--- src/ide_slave_timing_defs.vh ---
// Offsets, field positions and clock counts for the drive 1 timing block
`ifndef IDE_SLAVE_TIMING_DEFS_VH
`define IDE_SLAVE_TIMING_DEFS_VH
`define CFG_ADDR_W 8
`define OFF_DRIVE1_PIO_TIMING 8'h44
`define OFF_SYNC_DMA_ENABLE 8'h48
`define RST_DRIVE1_PIO_TIMING 8'h00
`define RST_SYNC_DMA_ENABLE 8'h00
`define RST_RD_DATA 8'h00
`define COMPAT_CLOCKS 3'h0
`define SDMA_WR_MASK 8'h0F
`define SEC_SP_HI 7
`define SEC_SP_LO 6
`define SEC_RC_HI 5
`define SEC_RC_LO 4
`define PRI_SP_HI 3
`define PRI_SP_LO 2
`define PRI_RC_HI 1
`define PRI_RC_LO 0
`define SP_5CLK 2'h0
`define SP_4CLK 2'h1
`define SP_3CLK 2'h2
`define SP_RSVD 2'h3
`define RC_4CLK 2'h0
`define RC_3CLK 2'h1
`define RC_2CLK 2'h2
`define RC_1CLK 2'h3
`define CNT_W 3
`define CLK5 3'h5
`define CLK4 3'h4
`define CLK3 3'h3
`define CLK2 3'h2
`define CLK1 3'h1
`endif

--- src/ide_slave_timing.v ---
// Drive 1 timing and synchronous DMA enable configuration registers
`timescale 1ns/100ps
`include "ide_slave_timing_defs.vh"
module ide_slave_timing (
    // Clock and reset
    input wire ref_clk,
    input wire reset_n,
    // Configuration access
    input wire cfgWrite,
    input wire cfgRead,
    input wire [7:0] cfgAddr,
    input wire [7:0] cfgWrData,
    output reg [7:0] cfgRdData,
    // Main timing register bits, primary then secondary
    input wire [1:0] separateD1Timing,
    input wire [1:0] drive1FastTiming,
    // Access being timed: channel 0 primary, 1 secondary
    input wire [1:0] drive1DataAccess,
    // Resulting timing per channel, 0 means use compatible timing
    output wire [1:0] useD1Timing,
    output wire [5:0] sampleClocks,
    output wire [5:0] recoveryClocks,
    output wire [1:0] sampleReserved,
    // Sync DMA enables
    output wire secD1SyncDmaEn,
    output wire secD0SyncDmaEn,
    output wire priD1SyncDmaEn,
    output wire priD0SyncDmaEn
);

// ----------------------------------------
// Storage and decode signals
// ----------------------------------------
// Register contents
reg [7:0] drive1PioTiming_r;
reg [7:0] syncDmaEnable_r;
// Next values of both registers
reg [7:0] drive1PioTiming_nxt;
reg [7:0] syncDmaEnable_nxt;
// Read mux output and next read data
reg [7:0] rdData_nxt;
reg [7:0] cfgRdData_nxt;
// Offset hits
wire hitTiming;
wire hitSyncDma;
// Write strobes per register
wire wrTiming;
wire wrSyncDma;

// ----------------------------------------
// Address decode
// ----------------------------------------
// Full byte compare, so nearby offsets stay unmapped
assign hitTiming = (cfgAddr == `OFF_DRIVE1_PIO_TIMING);
assign hitSyncDma = (cfgAddr == `OFF_SYNC_DMA_ENABLE);
// A write lands only on a mapped offset
assign wrTiming = cfgWrite & hitTiming;
assign wrSyncDma = cfgWrite & hitSyncDma;

// ----------------------------------------
// Register next values
// ----------------------------------------
// Timing register takes the whole byte
always @*
begin
    drive1PioTiming_nxt = drive1PioTiming_r;
    if (wrTiming)
    begin
        drive1PioTiming_nxt = cfgWrData;
    end
end

// Enable register drops the reserved upper nibble
always @*
begin
    syncDmaEnable_nxt = syncDmaEnable_r;
    if (wrSyncDma)
    begin
        syncDmaEnable_nxt = cfgWrData & `SDMA_WR_MASK;
    end
end

// ----------------------------------------
// Register state
// ----------------------------------------
// Both registers clear on the synchronous reset
always @(posedge ref_clk)
begin
    if (!reset_n)
    begin
        drive1PioTiming_r <= `RST_DRIVE1_PIO_TIMING;
        syncDmaEnable_r <= `RST_SYNC_DMA_ENABLE;
    end
    else
    begin
        drive1PioTiming_r <= drive1PioTiming_nxt;
        syncDmaEnable_r <= syncDmaEnable_nxt;
    end
end

// ----------------------------------------
// Register reads
// ----------------------------------------
// Read mux, unmapped offsets read zero
always @*
begin
    rdData_nxt = `RST_RD_DATA;
    if (hitTiming)
    begin
        rdData_nxt = drive1PioTiming_r;
    end
    else if (hitSyncDma)
    begin
        rdData_nxt = syncDmaEnable_r & `SDMA_WR_MASK;
    end
end

// Read data only moves on a read, so software sees a stable byte
always @*
begin
    cfgRdData_nxt = cfgRdData;
    if (cfgRead)
    begin
        cfgRdData_nxt = rdData_nxt;
    end
end

// Read data register; a read beside a write returns the old value
always @(posedge ref_clk)
begin
    if (!reset_n)
    begin
        cfgRdData <= `RST_RD_DATA;
    end
    else
    begin
        cfgRdData <= cfgRdData_nxt;
    end
end

// ----------------------------------------
// Sync DMA enables
// ----------------------------------------
// One enable per drive, straight from the stored bits
assign secD1SyncDmaEn = syncDmaEnable_r[3];
assign secD0SyncDmaEn = syncDmaEnable_r[2];
assign priD1SyncDmaEn = syncDmaEnable_r[1];
assign priD0SyncDmaEn = syncDmaEnable_r[0];

// ----------------------------------------
// Per-channel timing decode
// ----------------------------------------
// Fields of one channel: sample point above recovery
wire [3:0] chanFields [0:1];
assign chanFields[0] = {drive1PioTiming_r[`PRI_SP_HI:`PRI_SP_LO],
                        drive1PioTiming_r[`PRI_RC_HI:`PRI_RC_LO]};
assign chanFields[1] = {drive1PioTiming_r[`SEC_SP_HI:`SEC_SP_LO],
                        drive1PioTiming_r[`SEC_RC_HI:`SEC_RC_LO]};

// Primary and secondary decode alike, channel 0 primary
genvar ch;
generate
    for (ch = 0; ch < 2; ch = ch + 1)
    begin : gChan
        // Decoded counts of this channel
        reg [2:0] spCnt;
        reg [2:0] rcCnt;
        // Only drive 1 data port, fast timing and separate timing
        assign useD1Timing[ch] = drive1DataAccess[ch] & drive1FastTiming[ch]
                                 & separateD1Timing[ch];
        // Sample point encoding; reserved code falls back to the slowest point
        always @*
        begin
            case (chanFields[ch][3:2])
                `SP_5CLK: spCnt = `CLK5;
                `SP_4CLK: spCnt = `CLK4;
                `SP_3CLK: spCnt = `CLK3;
                `SP_RSVD: spCnt = `CLK5;
                default: spCnt = `CLK5;
            endcase
        end
        // Recovery encoding, every code legal
        always @*
        begin
            case (chanFields[ch][1:0])
                `RC_4CLK: rcCnt = `CLK4;
                `RC_3CLK: rcCnt = `CLK3;
                `RC_2CLK: rcCnt = `CLK2;
                `RC_1CLK: rcCnt = `CLK1;
                default: rcCnt = `CLK1;
            endcase
        end
        // Zero counts tell the strobe engine to use compatible timing
        assign sampleClocks[ch*3 +: 3] = useD1Timing[ch] ? spCnt : `COMPAT_CLOCKS;
        assign recoveryClocks[ch*3 +: 3] = useD1Timing[ch] ? rcCnt : `COMPAT_CLOCKS;
        // Reserved code is flagged only while the fields are in use
        assign sampleReserved[ch] = useD1Timing[ch] &
                                    (chanFields[ch][3:2] == `SP_RSVD);
    end
endgenerate

endmodule

--- config.mk ---
export PLATFORM = sky130hd
export DESIGN_NAME = ide_slave_timing
export DESIGN_NICKNAME = d
export VERILOG_FILES = /design/src/ide_slave_timing.v
export VERILOG_INCLUDE_DIRS = /design/src
export SDC_FILE = /design/constraint.sdc
export NUM_CORES = 1
export LEC_CHECK = 0
export BUFFER_PORTS_ARGS = -buffer_cell sky130_fd_sc_hd__buf_2
export CORE_ASPECT_RATIO = 0.75
export CORE_MARGIN = 2
export CORE_UTILIZATION = 45
export CTS_CLUSTER_SIZE = 10
export DETAILED_ROUTE_END_ITERATION = 10
export PLACE_DENSITY = 0.9
export SKIP_LAST_GASP = 1
export SYNTH_ARGS = -nofsm -noshare
export SYNTH_HDL_FRONTEND = slang
export SYNTH_SLANG_ARGS = --single-unit
--- constraint.sdc ---
create_clock -name ref_clk -period 1.6 [get_ports ref_clk]
set_input_delay 0.4 -clock ref_clk [delete_from_list [all_inputs] [get_ports ref_clk]]
set_output_delay 0.4 -clock ref_clk [all_outputs]
set_load 0.02 [all_outputs]
== Word level (Yosys, flattened, before mapping) ==
Cells that the tools add are included.

* Register bits: 20
* Bits of input ports: 26
* Output and inout port bits: 28
* Word-level logic and storage cells: 41

* Equal/unequal tests: 14
* Mux-type cells: 10
* Bitwise logic cells: 8
* Reductions and logical operators: 6

{| class="wikitable"
|+ Operators by type and width
! operator !! number
|-
| 3-bit one-hot mux with 4 select lines || 2
|-
| 3-bit one-hot mux with 3 select lines || 2
|-
| 2-bit equality test, second input constant || 8
|-
| 8-bit by 7-bit equality test with 1-bit output, second input constant || 2
|-
| 3-bit 2-to-1 mux || 4
|-
| 1-bit AND || 8
|-
| 2-bit by 1-bit equality test with 1-bit output, second input constant || 4
|-
| 2-bit logical NOT || 4
|-
| 8-bit 2-to-1 mux || 1
|-
| 4-bit 2-to-1 mux || 1
|-
| 2-bit OR reduction || 2
|}

== Logic depth before layout (Yosys ltp) ==
* Depth after elaboration: 4
* Gate-level depth with buffers: 4
* Gate-level depth less buffers: 4

== Worst setup path after synthesis ==
Ideal clock, no wire load.

* Kind: input to register
* Start point: input cfgAddr[5]
* End point: register syncDmaEnable_r[0]
* Setup time: 127 ps
* Arrival time: 1,142 ps
* Path slack: 332 ps
* Cell stages on the path: 3
* Buffers on the path: 0
* Cells stage by stage: nor4b_4 -> nand4b_1 -> mux2i_1

* Longest elaborated chain between the ends: 2

{| class="wikitable"
|+ RTL lines
! element !! RTL line !! text
|-
| start, declared || ide_slave_timing.v:11 || <nowiki>input wire [7:0] cfgAddr,</nowiki>
|-
| 8-bit by 7-bit equality test with 1-bit output (no source line) || - ||
|-
| 1-bit AND || ide_slave_timing.v:58 || <nowiki>assign wrSyncDma = cfgWrite & hitSyncDma;</nowiki>
|-
| end signal, assigned || ide_slave_timing.v:92 || <nowiki>syncDmaEnable_r <= `RST_SYNC_DMA_ENABLE;</nowiki>
|-
| end signal, assigned || ide_slave_timing.v:97 || <nowiki>syncDmaEnable_r <= syncDmaEnable_nxt;</nowiki>
|-
| end, declared || ide_slave_timing.v:36 || <nowiki>reg [7:0] syncDmaEnable_r;</nowiki>
|}

No other way between the ends.
A chain may end at the register's enable or synchronous reset.

==> flow_summary_export.csv <==
group,metric,value,unit
grt,grt_max_degree,26,
floorplan,die-area,0.00281,mm2
detailed_routing,first_pass_iters,4,
sta,hold_viol,0,
synth,avgSynthCellArea,8.36,um2
synth,syn_area,0.00108,mm2
floorplan,core_area,0.00229,mm2
sta,fin_crit_sh,101,%
cts,cts_root_buf,"clkbuf_4",
grt,grt_pass1_wl,4020,um
synth,synth_nets,161,
setup_path,slowest_delay,0.40,ns
detailed_routing,wire_per_inst,12.0,um
synth,synth-main-ff-cell,"dfxtp_1",
sta,fin_crit,1.61,ns
sta,slew_headroom,68.1,%
setup_path,crit_required,1.20,ns
sta,hold_slack,0.334,ns
detailed_routing,vias,1094,
power,power_density,540,mW/mm2
synth,yosys-top-cells-count,"dfxtp_1 (20), nand2_1 (20), nand3_1 (14)",
synth,synth_largest_area_cell,"dfxtp_1",
cts,cts_buffers,3,
floorplan,initial_core_util,47.1,%
final_layout,area_growth,43.5,%
synth,ys_warn_count,0,
floorplan,row_count,15,
outcome,violations,"setup timing",
setup_path,path_max_fanout,5,
cts,htreeDepth,1,
synth,async_flop_share,0,%
detailed_routing,wl,2670,um
synth,ys_seq_area_share,37.1,%
synth,synth_edf_count,0,
cts,clkTransAtPathRegs,0.09,ns
setup_path,endpoint_kind,"primary output",
synth,synthDistinctLibCells,20,
floorplan,die_h,46.4,um
final_layout,nFillCells,177,
detailed_routing,drtIter0Drc,25,
sta,worstMarginPinSlew,0.478,ns
cts,clkSinkCount,20,
detailed_routing,vias_per_cell,4.93,
cts,clk_latency,0.29,ns
floorplan,die_width,60.5,um
grt,grt_use_total,19.8,%
grt,grt_pass1_vias,924,
final_layout,n_antenna_cell,0,
setup_path,path_buf_inv,2,
placed_design,portBuffers,53,
setup_path,path_cells,"inv_4, ha_4, and2_4, buf_6",
sta,skew,0.00427,ns
setup_path,start_kind,"register",
sta,rsz0062_at_grt,"true",
cts,clk_path_buf_depth,2,
grt,overflow,0,
synth,yosys-top-cells-area,"dfxtp_1 (37%), mux2i_1 (11%), ha_1 (7.0%)",
sta,setup_tns,-0.0103,ns
power,irDropWorstVdd,0.500,mV
synth,synthesis.instances,129,
setup_path,slowest_stage,"dfxtp_4",
synth,yosys_register_bits,20,
cts,cts_tree,"yes",
final_layout,drive_above_1_share,46.8,%
outcome,status,"finished with violations",
flow_run,drv_cap,0,
power,p_leak,0.768,nW
setup_path,path_class,"register to primary output",
placed_design,place.gp.congestion,0.881,
worst_hold_path,hp-class,"input pin to register",
sta,slew_viol_final,0,
synth,synth_top_area_share,37.1,%
floorplan,pin_count,54,
sta,fmax,621,MHz
final_layout,layout.nets,222,
grt,antenna_found_initial,0,
sta,setup_violations,1,
setup_path,cp.arrival,1.21,ns
detailed_routing,antenna_left,0,
placed_design,hpwlAfterDp,2010,um
sta,fin_ws,-0.0103,ns
setup_path,cp_top_family,"flip-flops",
detailed_routing,drc_errors,0,
## final timing paths
| check | slack [ns] | cells past startpoint | start | end |
|---|---|---|---|---|
| setup / recovery | -0.01 | 4 | drive1PioTiming_r[0] | recoveryClocks[1] |
| hold / removal | 0.33 | 3 | cfgWrData[4] | drive1PioTiming_r[4] |
| setup reg to reg | 0.63 | 4 | drive1PioTiming_r[1] | cfgRdData[1] |
| hold reg to reg | 0.49 | 2 | syncDmaEnable_r[2] | syncDmaEnable_r[2] |
## registers in the layout (all words and copies together), names as in the netlist
register,count
drive1PioTiming_r,8
syncDmaEnable_r,4
cfgRdData,8
## through the flow
| stage | cells | power, mW | util (%) | cell area, um2 | worst slack (ns) |
|---|---|---|---|---|---|
| detailed placement | 214 | 0.628 | 60.8 | 1390 | 0.0572 |
| CTS | 222 | 0.840 | 66.4 | 1520 | -0.0483 |
| floorplan | 129 | 0.573 | - | 1080 | 0.0798 |
| global placement | 214 | 0.625 | 60.8 | 1390 | 0.123 |
| finish | 222 | 0.836 | 67.6 | 1550 | -0.0103 |
| global route | 222 | 0.863 | 67.6 | 1550 | -0.0686 |
## layout by cell type, fill, tap and decap left out, drive strengths merged
cell,Yosys,final
nor2,6,6
a311oi,4,4
dfxtp,20,20
inv,10,10
a21oi,4,4
o21ai,4,4
nand2,20,20
nor4b,1,1
mux2i,12,12
nor2b,2,2
nor3,6,6
ha,6,6
nor3b,2,2
nand3b,5,5
nand4b,2,2
nand3,14,14
buf,2,62
clkbuf,4,3
nand2b,1,1
and2,4,4
## worst min-delay path: stages
cell     delay, ns
buf_2         0.10
nand2_1       0.04
mux2i_1       0.05
## report_power, final
group	internal [mW]	switching (mW)	total [mW]
Sequential	0.496	0.00135	0.498
Combinational	0.0501	0.0676	0.118
Clock	0.0875	0.133	0.220
## cell families after synthesis
family / count (synthesis) / share of synthesized area [%]
flip-flops: 20 / 37.1
buffers and inverters: 16 / 5.80
multiplexers: 12 / 11.1
AO/OA/AOI/OAI: 12 / 6.96
adder cells (fa/ha/maj): 6 / 6.96
AND/OR/NAND/NOR: 63 / 32.0
## metal layers
metal,up-vias,wire length [um],track usage (%)
met5,-,0,0
met4,0,27,7.83
met3,2,164,4.49
met2,32,1340,34.1
met1,495,1130,24.1
li1,565,-,-
## area by class of cell
cell class / instances / area [um2] / share of cell area [%]
Inverter: 10 / 42.5 / 2.75
Timing Repair Buffer: 62 / 354 / 22.9
Sequential cell: 20 / 415 / 26.8
Clock buffer: 3 / 22.5 / 1.46
Tap cell: 34 / 42.5 / 2.75
Multi-Input combinational cell: 93 / 671 / 43.3
## what timing repair did
| action | CTS | global route |
|---|---|---|
| cloned | 0 | 0 |
| buffers inserted | 5 | 0 |
| endpoints found under the setup margin | 6 | 9 |
| endpoints found under the hold margin | 0 | 0 |
| hold buffers | 0 | 0 |
| gates resized for setup | 21 | 11 |
| pin swaps | 3 | 5 |
Power figures use the tool's default switching activity.
